## config.mk

```make
export PLATFORM = sky130hd
export DESIGN_NAME = phy_strap_mode_config
export DESIGN_NICKNAME = d
export VERILOG_FILES = /design/src/pkg/strap_cfg_pkg.sv /design/src/core/opmode_decode.sv /design/src/core/phy_strap_mode_config.sv
export VERILOG_INCLUDE_DIRS = /design/src /design/src/pkg
export SDC_FILE = /design/constraint.sdc
export NUM_CORES = 1
export LEC_CHECK = 0
export BUFFER_PORTS_ARGS = -buffer_cell sky130_fd_sc_hd__buf_2
export CAP_MARGIN = 25
export CORE_UTILIZATION = 25
export DETAILED_ROUTE_END_ITERATION = 8
export PLACE_DENSITY = 0.54
export SYNTH_ARGS = -nofsm -noshare
export SYNTH_HDL_FRONTEND = slang
export SYNTH_SLANG_ARGS = --single-unit
export TNS_END_PERCENT = 10
```

## constraint.sdc

```tcl
create_clock -name clk_in -period 1.65 [get_ports clk_in]
set_clock_uncertainty 0.2 [all_clocks]
set_input_delay 0.2475 -clock clk_in [delete_from_list [all_inputs] [get_ports clk_in]]
set_output_delay 0.2475 -clock clk_in [all_outputs]
set_load 0.01 [all_outputs]
```

## src/pkg/strap_cfg_regs.svh

```systemverilog
/*
 Constants for the strap sampling and mode configuration block.
 Assumes inclusion by bare name from the decode and top design files.
*/
`ifndef STRAP_CFG_REGS_SVH
`define STRAP_CFG_REGS_SVH
// Operating mode strap codes
`define OPMODE_DUAL_HDX 3'h0
`define OPMODE_RSVD_1 3'h1
`define OPMODE_RSVD_2 3'h2
`define OPMODE_10_HDX 3'h3
`define OPMODE_10_FDX 3'h4
`define OPMODE_100_HDX 3'h5
`define OPMODE_100_FDX 3'h6
`define OPMODE_AUTO_ALL 3'h7
// Reset values of captured straps
`define OPMODE_RST 3'h7
`define IFSTRAP_RST 1'h0
`define SERSTRAP_RST 1'h1
`define STSSTRAP_RST 1'h0
// Advertised ability bit positions
`define ADV_10_HDX_BIT 0
`define ADV_10_FDX_BIT 1
`define ADV_100_HDX_BIT 2
`define ADV_100_FDX_BIT 3
`endif

```

## src/pkg/strap_cfg_pkg.sv

```systemverilog
/*
 Types for the strap sampling and mode configuration block.
 Assumes no surroundings beyond the compile order.
*/
package strap_cfg_pkg;
  // MAC-side pin map
  typedef enum logic [1:0] {
    MAP_MII,
    MAP_RMII,
    MAP_SERIAL
  } pin_map_t;
  // Strap capture phase
  typedef enum logic [1:0] {
    PH_RESET,
    PH_CAPTURE,
    PH_RUN
  } phase_t;
endpackage : strap_cfg_pkg

```

## src/core/opmode_decode.sv

```systemverilog
/*
 Decodes a captured operating-mode strap code into speed, duplex and
 auto-negotiation settings. Assumes a stable, registered code input.
*/
`include "strap_cfg_regs.svh"
module opmode_decode (
  input wire logic [2:0] code_in,
  output logic autoneg_out,
  output logic speed100_out,
  output logic full_duplex_out,
  output logic [3:0] advert_out,
  output logic reserved_out
);
  // Decode of the eight codes
  always_comb begin
    autoneg_out = 1'b0;
    speed100_out = 1'b0;
    full_duplex_out = 1'b0;
    advert_out = 4'h0;
    reserved_out = 1'b0;
    case (code_in)
      `OPMODE_DUAL_HDX: begin
        autoneg_out = 1'b1;
        speed100_out = 1'b1;
        advert_out[`ADV_10_HDX_BIT] = 1'b1; // RULE_02
        advert_out[`ADV_100_HDX_BIT] = 1'b1; // RULE_02
      end
      `OPMODE_10_HDX: begin
        advert_out[`ADV_10_HDX_BIT] = 1'b1; // RULE_03
      end
      `OPMODE_10_FDX: begin
        full_duplex_out = 1'b1; // RULE_03
        advert_out[`ADV_10_FDX_BIT] = 1'b1;
      end
      `OPMODE_100_HDX: begin
        speed100_out = 1'b1; // RULE_03
        advert_out[`ADV_100_HDX_BIT] = 1'b1;
      end
      `OPMODE_100_FDX: begin
        speed100_out = 1'b1; // RULE_03
        full_duplex_out = 1'b1;
        advert_out[`ADV_100_FDX_BIT] = 1'b1;
      end
      `OPMODE_AUTO_ALL: begin
        autoneg_out = 1'b1; // RULE_04
        speed100_out = 1'b1;
        full_duplex_out = 1'b1;
        advert_out = 4'hf; // RULE_04
      end
      default: begin
        reserved_out = 1'b1; // RULE_02
      end
    endcase
  end
endmodule : opmode_decode

```

## src/core/phy_strap_mode_config.sv

```systemverilog
/*
 Strap sampling and operating-mode configuration for a 10/100 transceiver:
 captures straps after reset, decodes mode, handles power-down, cable or
 link indicator and MAC pin-map gating. Assumes synchronous inputs on clk_in.
*/
// Functional notes
// [RULE_01] Sample three opmode straps at reset and hold them as mode setting.
// [RULE_02] Code 000 gives dual speed half duplex; 001 and 010 reserved.
// [RULE_03] Codes 011..110 force 10H, 10F, 100H, 100F without negotiation.
// [RULE_04] Code 111 enables auto-negotiation advertising all abilities.
// [RULE_05] Power-down disables functions, keeps management alive, quiet MAC side.
// [RULE_06] Power-down exits only on a reset taken with power-down low.
// [RULE_07] Indicator strapped low shows cable presence, 1 when attached.
// [RULE_08] Indicator strapped high shows link, 0 when link up.
// [RULE_09] Crossover disable high turns pair swapping off, low enables it.
// [RULE_10] Reduced MII uses two data bits, tx enable, carrier/valid only.
// [RULE_11] Serial mode uses bit 0 data, enable, clocks, collision, carrier.
// [RULE_12] Board supplies 25 MHz crystal, or 50 MHz reference in RMII.
// [RULE_13] Collision pin strap: low normal MII, high reduced MII.
// [RULE_14] Receive clock pin strap: 0 serial 10M mode, 1 nibble MII.
// [RULE_15] Device initialises while the active-low reset is asserted.
// [RULE_16] Straps captured at reset release and held until next reset.
`include "strap_cfg_regs.svh"
module phy_strap_mode_config #(
  parameter int DATA_W = 4
) (
  input wire logic clk_in,
  input wire logic rst_n_in,
  input wire logic opmode_strap_bit0_in,
  input wire logic opmode_strap_bit1_in,
  input wire logic opmode_strap_bit2_in,
  input wire logic rmii_strap_in,
  input wire logic serial_10m_select_strap_in,
  input wire logic indicator_strap_in,
  input wire logic power_down_in,
  input wire logic soft_reset_in,
  input wire logic crossover_auto_off_in,
  input wire logic cable_present_in,
  input wire logic link_up_in,
  input wire logic [DATA_W-1:0] rx_data_in,
  input wire logic rx_valid_in,
  input wire logic rx_err_in,
  input wire logic carrier_in,
  input wire logic collision_in,
  input wire logic [DATA_W-1:0] tx_data_in,
  input wire logic tx_en_in,
  output logic strap_done_out,
  output logic [2:0] opmode_out,
  output logic autoneg_out,
  output logic speed100_out,
  output logic full_duplex_out,
  output logic [3:0] advert_out,
  output logic reserved_code_out,
  output logic [1:0] pin_map_out,
  output logic power_down_out,
  output logic auto_crossover_out,
  output logic cable_or_link_indicator_out,
  output logic cable_or_link_indicator_oe_out,
  output logic [DATA_W-1:0] mac_rxd_out,
  output logic mac_rx_valid_out,
  output logic mac_rx_err_out,
  output logic mac_carrier_out,
  output logic mac_collision_out,
  output logic [DATA_W-1:0] phy_txd_out,
  output logic phy_tx_en_out
);
  // Elaboration check: the pin maps below are written for a nibble-wide data path
  if (DATA_W != 4) begin : g_width_check
    $error("DATA_W must be 4 for nibble MII");
  end

  strap_cfg_pkg::phase_t phase_r, phase_nxt;
  logic [2:0] opmode_r;
  logic ifstrap_r;
  logic serstrap_r;
  logic stsstrap_r;
  logic pd_r, pd_nxt;
  logic dec_autoneg, dec_speed100, dec_fdx, dec_rsvd;
  logic [3:0] dec_adv;
  strap_cfg_pkg::pin_map_t map_w;
  logic run_w;
  logic quiet_w;
  logic ind_w;
  logic [DATA_W-1:0] rxd_w, txd_w;
  logic rxv_w, rxe_w, crs_w, col_w;

  // Mode decode of the held strap code
  opmode_decode u_dec (
    .code_in(opmode_r),
    .autoneg_out(dec_autoneg),
    .speed100_out(dec_speed100),
    .full_duplex_out(dec_fdx),
    .advert_out(dec_adv),
    .reserved_out(dec_rsvd)
  );

  // Phase: reset holds, first cycle after release captures, then run
  always_comb begin
    case (phase_r)
      strap_cfg_pkg::PH_RESET: phase_nxt = strap_cfg_pkg::PH_CAPTURE;
      strap_cfg_pkg::PH_CAPTURE: phase_nxt = strap_cfg_pkg::PH_RUN;
      strap_cfg_pkg::PH_RUN: phase_nxt = soft_reset_in ? strap_cfg_pkg::PH_RESET
                                                       : strap_cfg_pkg::PH_RUN;
      default: phase_nxt = strap_cfg_pkg::PH_RESET;
    endcase
  end

  always_ff @(posedge clk_in) begin
    if (!rst_n_in) begin
      phase_r <= strap_cfg_pkg::PH_RESET; // RULE_15
    end else begin
      phase_r <= phase_nxt;
    end
  end

  // Strap capture at release; hard reset re-captures, soft reset keeps straps
  always_ff @(posedge clk_in) begin
    if (!rst_n_in) begin
      opmode_r <= `OPMODE_RST;
      ifstrap_r <= `IFSTRAP_RST;
      serstrap_r <= `SERSTRAP_RST;
      stsstrap_r <= `STSSTRAP_RST;
    end else if (phase_r == strap_cfg_pkg::PH_CAPTURE && !strap_done_out) begin
      opmode_r <= {opmode_strap_bit2_in, opmode_strap_bit1_in,
                   opmode_strap_bit0_in}; // RULE_01 RULE_16
      ifstrap_r <= rmii_strap_in; // RULE_13
      serstrap_r <= serial_10m_select_strap_in; // RULE_14
      stsstrap_r <= indicator_strap_in;
    end
  end

  // Power-down: enters on pin high, leaves only through a reset with pin low
  assign pd_nxt = power_down_in ? 1'b1 :
                  (phase_r == strap_cfg_pkg::PH_RESET) ? 1'b0 : pd_r; // RULE_06
  always_ff @(posedge clk_in) begin
    if (!rst_n_in) begin
      pd_r <= 1'b0;
    end else begin
      pd_r <= pd_nxt; // RULE_05
    end
  end

  // Pin map selection and gating
  assign map_w = ifstrap_r ? strap_cfg_pkg::MAP_RMII :
                 (!serstrap_r && !dec_speed100) ? strap_cfg_pkg::MAP_SERIAL
                                                : strap_cfg_pkg::MAP_MII;
  assign run_w = (phase_r == strap_cfg_pkg::PH_RUN);
  assign quiet_w = pd_nxt || !run_w; // RULE_05
  assign ind_w = stsstrap_r ? !link_up_in : cable_present_in; // RULE_07 RULE_08

  // MAC-side data per map
  always_comb begin
    rxd_w = rx_data_in;
    txd_w = tx_data_in;
    rxv_w = rx_valid_in;
    rxe_w = rx_err_in;
    crs_w = carrier_in;
    col_w = collision_in;
    case (map_w)
      strap_cfg_pkg::MAP_RMII: begin
        rxd_w = {2'h0, rx_data_in[1:0]}; // RULE_10
        txd_w = {2'h0, tx_data_in[1:0]};
        rxv_w = rx_valid_in || carrier_in; // RULE_10
        rxe_w = 1'b0;
        crs_w = 1'b0;
        col_w = 1'b0;
      end
      strap_cfg_pkg::MAP_SERIAL: begin
        rxd_w = {3'h0, rx_data_in[0]}; // RULE_11
        txd_w = {3'h0, tx_data_in[0]};
        rxv_w = 1'b0; // RULE_11
        rxe_w = 1'b0;
      end
      default: begin
        rxd_w = rx_data_in;
      end
    endcase
  end

  // Registered outputs
  always_ff @(posedge clk_in) begin
    if (!rst_n_in) begin
      strap_done_out <= 1'b0;
      opmode_out <= `OPMODE_RST;
      autoneg_out <= 1'b0;
      speed100_out <= 1'b0;
      full_duplex_out <= 1'b0;
      advert_out <= 4'h0;
      reserved_code_out <= 1'b0;
      pin_map_out <= 2'h0;
      power_down_out <= 1'b0;
      auto_crossover_out <= 1'b0;
      cable_or_link_indicator_out <= 1'b0;
      cable_or_link_indicator_oe_out <= 1'b0;
      mac_rxd_out <= '0;
      mac_rx_valid_out <= 1'b0;
      mac_rx_err_out <= 1'b0;
      mac_carrier_out <= 1'b0;
      mac_collision_out <= 1'b0;
      phy_txd_out <= '0;
      phy_tx_en_out <= 1'b0;
    end else begin
      strap_done_out <= strap_done_out || (phase_r == strap_cfg_pkg::PH_CAPTURE);
      opmode_out <= opmode_r;
      autoneg_out <= dec_autoneg; // RULE_01
      speed100_out <= dec_speed100;
      full_duplex_out <= dec_fdx;
      advert_out <= dec_adv;
      reserved_code_out <= dec_rsvd;
      pin_map_out <= map_w;
      power_down_out <= pd_nxt;
      auto_crossover_out <= !crossover_auto_off_in && !pd_nxt; // RULE_09
      cable_or_link_indicator_out <= run_w && !pd_nxt && ind_w;
      cable_or_link_indicator_oe_out <= run_w; // RULE_16
      mac_rxd_out <= quiet_w ? '0 : rxd_w;
      mac_rx_valid_out <= !quiet_w && rxv_w;
      mac_rx_err_out <= !quiet_w && rxe_w;
      mac_carrier_out <= !quiet_w && crs_w;
      mac_collision_out <= !quiet_w && col_w;
      phy_txd_out <= quiet_w ? '0 : txd_w;
      phy_tx_en_out <= !quiet_w && tx_en_in;
    end
  end

  // Strap code is held while running
  AST_STRAP_HOLD: assert property (@(posedge clk_in) disable iff (!rst_n_in)
    (phase_r == strap_cfg_pkg::PH_RUN && $past(phase_r) == strap_cfg_pkg::PH_RUN)
    |-> $stable(opmode_r)) else $error("Strap code changed while running"); // RULE_16
  // Captured code follows the pins one edge after capture phase
  AST_CAPTURE: assert property (@(posedge clk_in) disable iff (!rst_n_in)
    (phase_r == strap_cfg_pkg::PH_CAPTURE && !strap_done_out) |=>
    opmode_r == $past({opmode_strap_bit2_in, opmode_strap_bit1_in,
                       opmode_strap_bit0_in})) else $error("Strap capture wrong"); // RULE_01
  // Auto code advertises everything
  AST_AUTO_ALL: assert property (@(posedge clk_in) disable iff (!rst_n_in)
    (opmode_r == `OPMODE_AUTO_ALL) |=> (advert_out == 4'hf && autoneg_out))
    else $error("Auto code lacks full advert"); // RULE_04
  // Forced codes never negotiate
  AST_FORCED: assert property (@(posedge clk_in) disable iff (!rst_n_in)
    (opmode_r inside {`OPMODE_10_HDX, `OPMODE_10_FDX, `OPMODE_100_HDX,
                      `OPMODE_100_FDX}) |=> !autoneg_out)
    else $error("Forced mode negotiates"); // RULE_03
  // Code zero is dual speed half duplex
  AST_DUAL: assert property (@(posedge clk_in) disable iff (!rst_n_in)
    (opmode_r == `OPMODE_DUAL_HDX) |=> (advert_out == 4'h5 && !full_duplex_out))
    else $error("Dual speed decode wrong"); // RULE_02
  // Power-down silences MAC side and stays until reset
  AST_PD_QUIET: assert property (@(posedge clk_in) disable iff (!rst_n_in)
    power_down_in |=> (power_down_out && !mac_rx_valid_out && !mac_carrier_out))
    else $error("Activity in power-down"); // RULE_05
  AST_PD_STICKY: assert property (@(posedge clk_in) disable iff (!rst_n_in)
    (pd_r && phase_r == strap_cfg_pkg::PH_RUN && !soft_reset_in) |=> pd_r)
    else $error("Power-down left without reset"); // RULE_06
  // Indicator polarity follows strap
  AST_INDICATOR: assert property (@(posedge clk_in) disable iff (!rst_n_in)
    (run_w && !pd_nxt) |=> cable_or_link_indicator_out ==
    ($past(stsstrap_r) ? !$past(link_up_in) : $past(cable_present_in)))
    else $error("Indicator polarity wrong"); // RULE_07 RULE_08
  // Crossover control
  AST_MDIX: assert property (@(posedge clk_in) disable iff (!rst_n_in)
    crossover_auto_off_in |=> !auto_crossover_out)
    else $error("Crossover not disabled"); // RULE_09
  // Reduced map blanks upper bits and collision
  AST_RMII: assert property (@(posedge clk_in) disable iff (!rst_n_in)
    (map_w == strap_cfg_pkg::MAP_RMII) |=> (mac_rxd_out[3:2] == 2'h0 && !mac_collision_out))
    else $error("Reduced map leaks pins"); // RULE_10 RULE_13
  // Serial map uses bit 0 and no valid
  AST_SERIAL: assert property (@(posedge clk_in) disable iff (!rst_n_in)
    (map_w == strap_cfg_pkg::MAP_SERIAL) |=> (mac_rxd_out[3:1] == 3'h0 && !mac_rx_valid_out))
    else $error("Serial map leaks pins"); // RULE_11 RULE_14
endmodule : phy_strap_mode_config

```

Word-level counts from Yosys, hierarchy flattened
Index checks and enable logic that the tools add are counted.
{ "totals": {"ff_bits": 39} }
{ "classes": {"n_eq_ne": 9, "mux": 21, "bitwise": 1, "n_reduce_logical": 33} }
{ "op_table": {"columns": ["cell", "n"], "rows": [
  ["$pmux 4 s2", 2],
  ["$mux 1", 14],
  ["$eq 3x3->1 const B", 4],
  ["$logic_and 1x1->1", 10],
  ["$reduce_or 2->1", 5],
  ["$reduce_or 3->1", 3],
  ["$logic_not 1->1", 8],
  ["$mux 2", 3],
  ["$pmux 2 s3", 1],
  ["$reduce_or 6->1", 1],
  ["$eq 2x1->1 const B", 2],
  ["$eq 2x2->1 const B", 2],
  ["$reduce_or 4->1", 1],
  ["$eq 3x2->1 const B", 1],
  ["$logic_not 3->1", 1],
  ["$logic_or 1x1->1", 3],
  ["$logic_not 2->1", 1],
  ["$pmux 1 s2", 1],
  ["$not 1->1", 1]
]} }

Longest topological paths before layout
Gate-level depths: netlist of the first run.
{ "logic_depth": {"ltp_word": 11, "ltp_mapped": 4, "mapped_depth_nobuf": 3} }

Modules after synthesis
A second synthesis of the first run with hierarchy kept.
{ "hier_totals": {"cells_unflattened": 129, "hier_area_um2": 1410.1} }
{ "modules_own_cells": {"columns": ["mod", "instances", "cells_each", "area_per_inst_um2", "seq_area_each_um2"], "rows": [
  ["phy_strap_mode_config", 1, 114, 1328.8, 780.7],
  ["opmode_decode", 1, 15, 81.3, 0.0]
]} }

Least setup slack after synthesis of the first run
Ideal clock, no wire load.
{ "synth_path": {"path_kind": "reg-to-reg", "from": "register opmode_r[0]", "to": "register mac_rxd_out[1]", "arrival_ns": 1.245, "slack_ns": 0.089, "stages_incl_launch_ff": 5, "cell_sequence": "dfxtp_1 buf_2 o21a_1 or4_1 and3_1"} }
{ "synth_between": {"elab_chain_cells": 9, "elab_cells_between_ends": 13, "cone_classes": "eq/ne (5); mux (4); reduce/logical (4)"} }
{ "synth_lines": {"columns": ["element", "line_no", "source"], "rows": [
  ["start: declaration", "phy_strap_mode_config.sv:73", "logic [2:0] opmode_r;"],
  ["start signal: assignment", "phy_strap_mode_config.sv:119", "opmode_r <= `OPMODE_RST;"],
  ["start signal: assignment", "phy_strap_mode_config.sv:124", "opmode_r <= {opmode_strap_bit2_in, opmode_strap_bit1_in,"],
  ["$eq 3x3->1 or $logic_not 3->1 (tied branches)", "opmode_decode.sv:21", "case (code_in)"],
  ["$reduce_or 4->1 (no source line) *", null, null],
  ["$mux 1 *", "opmode_decode.sv:21", null],
  ["$logic_not 1->1 *", "phy_strap_mode_config.sv:145", "(!serstrap_r && !dec_speed100) ? strap_cfg_pkg::MAP_SERIAL"],
  ["$logic_and 1x1->1 *", "phy_strap_mode_config.sv:145", null],
  ["$mux 2 *", "phy_strap_mode_config.sv:145", null],
  ["$mux 2 *", "phy_strap_mode_config.sv:144", "assign map_w = ifstrap_r ? strap_cfg_pkg::MAP_RMII :"],
  ["$eq 2x2->1 or $eq 2x1->1 (tied branches)", "phy_strap_mode_config.sv:159", "case (map_w)"],
  ["$pmux 4 s2 *", "phy_strap_mode_config.sv:159", null],
  ["end signal: assignment", "phy_strap_mode_config.sv:215", "mac_rxd_out <= quiet_w ? '0 : rxd_w;"],
  ["end: declaration", "phy_strap_mode_config.sv:59", "output logic [DATA_W-1:0] mac_rxd_out,"]
]} }
Mark *: on every way between the ends. The rest lies on a longest branch, timed or not.
A chain may end at the register's enable or synchronous reset.

Final worst setup path of the first run
Ends and elaborated chain as after synthesis.

==> metrics.csv, run 1 <==
stage;metric;value;unit
job;drv_cap;0;
timing;maxSlewHeadroom;72.4;%
detailed_routing;route.detailed.drc;0;
global_route;met1_usage;14.2;%
finish;areaGrowthSynthToFinish;53.6;%
clock_tree;cts.sinks;39;
run_status;outcome;finished clean;
timing;finalSetupTns;0;ps
synthesis;postSynthCellCount;114;
global_route;grtUsageTotal;12.1;%
global_route;grt-busiest-layer;met2;
floorplanning;rows;25;
global_route;gr-total-overflow;0;
detailed_routing;firstDrtPassIters;4;
detailed_routing;drt_iter0_drc;19;
synthesis;syn-cell-area;0.00123;mm^2
global_route;grtUsageMet3;4.44;%
synthesis;synth_seq_area_share;63.5;%
timing;hold_viol;0;
floorplanning;die_y;72.1;um
finish;fillCellCount;504;
timing;fin_crit;1570;ps
placed_design;portBuffers;56;
power;peakVddDrop;0.305;mV
floorplanning;initial_utilization;26.0;%
clock_tree;clk_path_buf_depth;2;
power;p_leak;0.890;nW
worst_setup_path;arrival;1550;ps
floorplanning;pin_count;57;
clock_tree;clock_latency;280;ps
global_route;grt_util_met2;19.1;%
worst_setup_path;timing.rr.start;opmode_r[0]$_SDFFE_PN1P_;
finish;nets;221;
timing;clock.fmax;636;MHz
global_route;grt_pass1_wl;4570;um
clock_tree;cts_buffers;5;
power;pwr_density_cell;1040;mW/mm^2
clock_tree;h-tree-depth;2;
worst_setup_path;cp.required;1630;ps
finish;utilization;39.9;%
synthesis;ys.warnings.count;0;
finish;layout_common_cells;buf_2, dfxtp_1, nor2_1;
synthesis;synth_fp_nets;140;
synthesis;ys_seq_elements;39;
timing;worstMarginPinSlew;412;ps
floorplanning;dieArea;0.00520;mm^2
global_route;antenna_found_initial;0;
worst_setup_path;critPathKind;register to register;
detailed_routing;wl;2920;um
worst_setup_path;end_kind;register;
timing;timing.final.ws_setup;77.9;ps
placed_design;place.gp.congestion;0.673;
timing;period_share;95.3;%
timing;hold-worst-slack;18.7;ps
timing;rsz0062_at_grt;false;
synthesis;synth_cell_type_count;26;
worst_setup_path;startpoint;opmode_r[0]$_SDFFE_PN1P_;
clock_tree;clockRootBuffer;clkbuf_8;
detailed_routing;wl_per_cell;11.1;um
placed_design;dp_hpwl;2000;um
floorplanning;core_area;0.00472;mm^2
synthesis;synth_area_per_cell;10.8;um^2
global_route;grt_pass1_vias;1023;
timing;slew_viol_final;0;
global_route;grt_max_degree;12;
worst_hold_path;min_from;indicator_strap_in;
worst_setup_path;setup.worst_path.start_class;register;
finish;n_antenna_cell;0;
clock_tree;cts_tree;done;
worst_hold_path;hp-class;input port to register;
placed_design;place_worst_setup_slack;69.7;ps
floorplanning;die_w;72.1;um
worst_setup_path;cp_max_fo;4;
detailed_routing;vias_per_cell;4.04;
timing;finalSetupViolCount;0;
detailed_routing;ant_nets;0;
detailed_routing;vias;1063;
clock_tree;clk_pin_slew;70;ps
finish;layout_commonest_cell;buf_2;
finish;drive_above_1_share;40.3;%
[registers in the layout, summed over array words and instances, names as in the netlist, 2 cells and up]
name,count
opmode_out,3
phy_txd_out,4
mac_rxd_out,4
advert_out,4
pin_map_out,2
opmode_r,3
phase_r,2
[Yosys cell counts]
| library cell | number | area share, % |
|---|---|---|
| a211oi_1 | 1 | 0.61 |
| or3_1 | 2 | 1.0 |
| or4_1 | 1 | 0.61 |
| a21oi_1 | 5 | 2.0 |
| nand2_1 | 8 | 2.4 |
| mux2i_1 | 5 | 4.1 |
| buf_6 | 1 | 0.92 |
| nor3b_1 | 3 | 1.8 |
| and2b_2 | 1 | 0.71 |
| xor2_1 | 1 | 0.71 |
| nand2b_2 | 1 | 0.71 |
| dfxtp_1 | 39 | 64 |
| nor4b_1 | 5 | 3.6 |
| o21a_1 | 3 | 1.8 |
| and3_1 | 2 | 1.0 |
| nand3_1 | 1 | 0.41 |
| buf_2 | 1 | 0.41 |
| inv_1 | 2 | 0.61 |
| clkbuf_1 | 3 | 0.92 |
| nor3_1 | 5 | 2.0 |
| nor2b_1 | 1 | 0.51 |
| nor2_1 | 14 | 4.3 |
| and2_1 | 4 | 2.0 |
| o211ai_1 | 1 | 0.61 |
| nor3b_2 | 1 | 1.0 |
| nand2b_1 | 3 | 1.5 |
[path summary, 6_finish.rpt]
kind / to / slack, ps / depth (start not counted)
max: mac_rxd_out[1]$_SDFF_PP0_ / 80 / 3
min reg2reg: cable_or_link_indicator_out$_SDFF_PN0_ / 270 / 1
min: stsstrap_r$_SDFFE_PN0P_ / 20 / 3
max reg2reg: mac_rxd_out[1]$_SDFF_PP0_ / 80 / 3
[logic make-up after synthesis]
logic type      Yosys count  share of synthesized area (%)
compound gates           10                           5.09
flops                    39                           63.5
simple gates             52                           23.7
buf+inv                   7                           2.85
mux                       5                           4.07
xor+xnor                  1                          0.713
[timing repair]
action                                  4_1_cts  5_1_grt
endpoints found under the setup margin        0        3
hold endpoints to repair                     13        0
buffers inserted                              0        0
resized for setup                             0        3
hold buffers                                 13        0
[per-stage QoR]
step	std cells	power [mW]	cell area [um^2]
floorplan	114	1.16	1230
global placement	242	1.27	1640
detailed placement	242	1.27	1640
CTS	263	1.98	1870
global route	263	2.06	1890
finish	263	1.96	1890
[worst max-delay path, cell delays in order (launching register included)]
cell	delay (ps)
dfxtp_1	330
o21a_1	210
or4_1	500
and3_1	230
[final cells by class]
type	count	area (um^2)	area share, %
timing repair buffer	79	485	25.7
clock buffer	8	100	5.31
multi-input combinational	68	429	22.7
sequential	39	781	41.4
inverter	2	7.51	0.398
tap	67	83.8	4.44
[layer usage]
| metal | vias up | share of wire (%) |
|---|---|---|
| li1 | 542 | - |
| met1 | 482 | 48 |
| met2 | 35 | 45 |
| met3 | 4 | 5.4 |
| met4 | 0 | 2.2 |
| met5 | - | 0 |
[power by group]
| group | internal [mW] | switching (mW) | total [mW] |
|---|---|---|---|
| sequential | 0.994 | 0.0218 | 1.02 |
| clock | 0.381 | 0.306 | 0.687 |
| combinational | 0.134 | 0.119 | 0.253 |
| total | 1.51 | 0.447 | 1.96 |
(Power assumes the default switching activity.)
==> inputs of run 2 (changes only) <==
--- a/config.mk
+++ b/config.mk
@@ -8,9 +8,10 @@
 export LEC_CHECK = 0
 export BUFFER_PORTS_ARGS = -buffer_cell sky130_fd_sc_hd__buf_2
 export CAP_MARGIN = 25
-export CORE_UTILIZATION = 25
+export CORE_UTILIZATION = 35
 export DETAILED_ROUTE_END_ITERATION = 8
-export PLACE_DENSITY = 0.54
+export PLACE_DENSITY = 0.69
+export RECOVER_POWER = 100
 export SYNTH_ARGS = -nofsm -noshare
 export SYNTH_HDL_FRONTEND = slang
 export SYNTH_SLANG_ARGS = --single-unit
==> run 2 against run 1 <==
- the run now ends with design-rule violations left
- clock power fell by 36%
- worst hold slack got worse by 1.3 ps
- wire length grew 0.68%
- sequential cell count did not move
- die area down 28%
- final cell count fell by 6.1%
- critical path depth unchanged
- sequential share of layout area rose by 1.8 points
- register-to-register slack barely moved
- total power is 13% lower
- clock-buffer cell count is 1 lower
- largest power group unchanged
- highest routed layer unchanged
==> metrics.csv, run 2 (same netlist as run 1, synthesis figures left out) <==
stage;metric;value;unit;change
job;drv_cap;0;;unchanged
worst_hold_path;hp-class;input port to register;;
finish;layout_common_cells;dfxtp_1, clkbuf_1, buf_2;;
timing;period_share;95.5;%;+0.22 points
worst_setup_path;rrSetupSlack;70;ps;about the same
placed_design;dp_hpwl;2000;um;+0.16%
placed_design;place_worst_setup_slack;-43.5;ps;-113 ps
clock_tree;clockRootBuffer;clkbuf_4;;
detailed_routing;vias;1104;;+3.9%
worst_setup_path;arrival;1620;ps;+70 ps
run_status;violations;design-rule violations;;
clock_tree;clk_path_buf_depth;2;;unchanged
floorplanning;initial_utilization;36.8;%;+11 points
worst_setup_path;rr_worst_depth;3;;unchanged
floorplanning;pin_count;57;;unchanged
worst_hold_path;holdPathEnd;phase_r[1]$_SDFF_PN0_;;
clock_tree;post_cts_buffers;0;;unchanged
global_route;grt_max_degree;12;;unchanged
worst_setup_path;startpoint;phase_r[0]$_SDFF_PN0_;;
global_route;gr-total-overflow;0;;unchanged
timing;worstMarginPinSlew;702;ps;+290 ps
detailed_routing;ant_nets;0;;unchanged
worst_setup_path;critPathKind;register to register;;
clock_tree;cts.sinks;39;;unchanged
timing;hold-worst-slack;17.4;ps;-1.31 ps
finish;areaGrowthSynthToFinish;47.1;%;
power;p_leak;0.745;nW;-16%
floorplanning;dieArea;0.00375;mm^2;-28%
power;pwr_density_cell;943;mW/mm^2;-9.0%
timing;finalSetupViolCount;0;;unchanged
clock_tree;cts_tree;done;;
floorplanning;die_w;61.3;um;-15%
worst_setup_path;worst-path-buf-inv;0;;unchanged
worst_setup_path;max_stage_delay;440;ps;-60 ps
worst_setup_path;crit_path_top_delay_cell;or3_4;;
floorplanning;die_y;61.3;um;-15%
floorplanning;rows;21;;-16%
run_status;outcome;complete, but fails checks;;
power;peakVddDrop;0.441;mV;+45%
finish;n_antenna_cell;0;;unchanged
detailed_routing;firstDrtPassIters;7;;+3
detailed_routing;route.detailed.drc;1;;+1
finish;nets;226;;+2.3%
worst_setup_path;cp_max_fo;9;;+5
worst_hold_path;min_from;soft_reset_in;;
timing;clock.fmax;635;MHz;-0.23%
worst_setup_path;worstReg2RegEnd;mac_rx_valid_out$_SDFF_PN0_;;
timing;timing.final.ws_setup;74.3;ps;-3.56 ps
finish;drive_above_1_share;17.9;%;-22 points
clock_tree;h-tree-depth;2;;unchanged
worst_setup_path;end_kind;register;;
detailed_routing;wl_per_cell;11.9;um;+7.2%
global_route;grt_pass1_wl;4250;um;-7.1%
detailed_routing;routed-wl-met3;105;um;-34%
timing;maxSlewHeadroom;52.9;%;-20 points
worst_setup_path;path_delay_family;simple AND/OR/NAND/NOR gates;;
worst_setup_path;timing.rr.start;phase_r[0]$_SDFF_PN0_;;
detailed_routing;wl_met2;1600;um;+22%
worst_setup_path;cp.required;1690;ps;+60 ps
clock_tree;clock_latency;330;ps;+50 ps
clock_tree;clk_pin_slew;100;ps;+30 ps
worst_setup_path;setup.worst_path.start_class;register;;
detailed_routing;wl;2940;um;+0.68%
global_route;grt_pass1_vias;958;;-6.4%
clock_tree;cts_buffers;5;;unchanged
placed_design;place.gp.congestion;0.684;;+1.7%
detailed_routing;drt_iter0_drc;23;;+4
detailed_routing;top_layer;met4;;
global_route;antenna_found_initial;0;;unchanged
timing;slew_viol_final;0;;unchanged
timing;rsz0062_at_grt;false;;
finish;reg.largest.list;advert_out (4), mac_rxd_out (4), phy_txd_out (4);;
global_route;grtUsageTotal;16.1;%;+4.0 points
timing;hold_viol;0;;unchanged
placed_design;portBuffers;56;;unchanged
detailed_routing;vias_per_cell;4.47;;+11%
timing;fin_crit;1580;ps;+3.56 ps
detailed_routing;met1_length;1180;um;-15%
worst_hold_path;holdPathStages;3;;unchanged
worst_setup_path;path_cells;nand2b_2, or3_4, nor3b_1;;
floorplanning;core_area;0.00334;mm^2;-29%
## run 2: cell count changes in the layout (fill, tap and decap cells not counted), moves of 5 or more
cell | previous run | this run
clkbuf_1 | 1 | 39
buf_2 | 56 | 24
buf_4 | 10 | 1
dlygate4sd3_1 | 13 | 22
clkbuf_8 | 7 | 0
clkbuf_4 | 0 | 5
## run 2: cell type report
type	instances	area, um^2
clock buffers	7	45.0
fillers	327	1530
inverters	2	7.51
clock inverters	1	5.00
well taps	46	57.6
repair buffers	84	487
flip-flops and latches	39	781
multi-input cells	68	425
## run 2: power breakdown
| part | switching, mW | internal [mW] |
|---|---|---|
| registers | 0.0260 | 0.994 |
| logic | 0.119 | 0.123 |
| clock network | 0.277 | 0.166 |
| total | 0.422 | 1.28 |
## run 2: worst max path at each step
stage,to,slack [ps],cells after the start
finish,mac_rx_valid_out$_SDFF_PN0_,70,3
global route,mac_rxd_out[3]$_SDFF_PP0_,30,3
CTS,mac_rxd_out[2]$_SDFF_PP0_,50,3
detailed placement,mac_rxd_out[2]$_SDFF_PP0_,-40,3
global placement,mac_rx_err_out$_SDFF_PN0_,110,3
floorplan,mac_rxd_out[1]$_SDFF_PP0_,90,4
## run 2: repair_timing
| item | in CTS | in global routing |
|---|---|---|
| endpoints found under the hold margin | 21 | 0 |
| resized for setup | 1 | 2 |
| hold buffers | 22 | 0 |
| endpoints found under the setup margin | 3 | 2 |
| pin swaps | 0 | 0 |
## run 2: worst register-to-register path, delay by kind of cell, from the launching register on
family / cells / cell delay, ps
AND/OR/NAND/NOR: 3 / 930
flip-flops: 1 / 360
## run 2: per-layer routing
metal / up-vias / global-route usage (%)
met4: 0 / 8.77
met3: 10 / 4.20
met5: - / 0
met2: 26 / 27.6
li1: 559 / -
met1: 509 / 18.2
## run 2: stage by stage
stage,instances,TNS [ps],total power [mW],area (um^2),utilization (%)
2_1_floorplan,114,0,1.16,1230,-
3_3_place_gp,217,0,1.25,1580,47.5
3_5_place_dp,217,-55.5,1.26,1580,47.5
4_1_cts,247,0,1.73,1860,55.7
5_1_grt,247,0,1.79,1810,54.2
6_report,247,0,1.71,1810,54.2
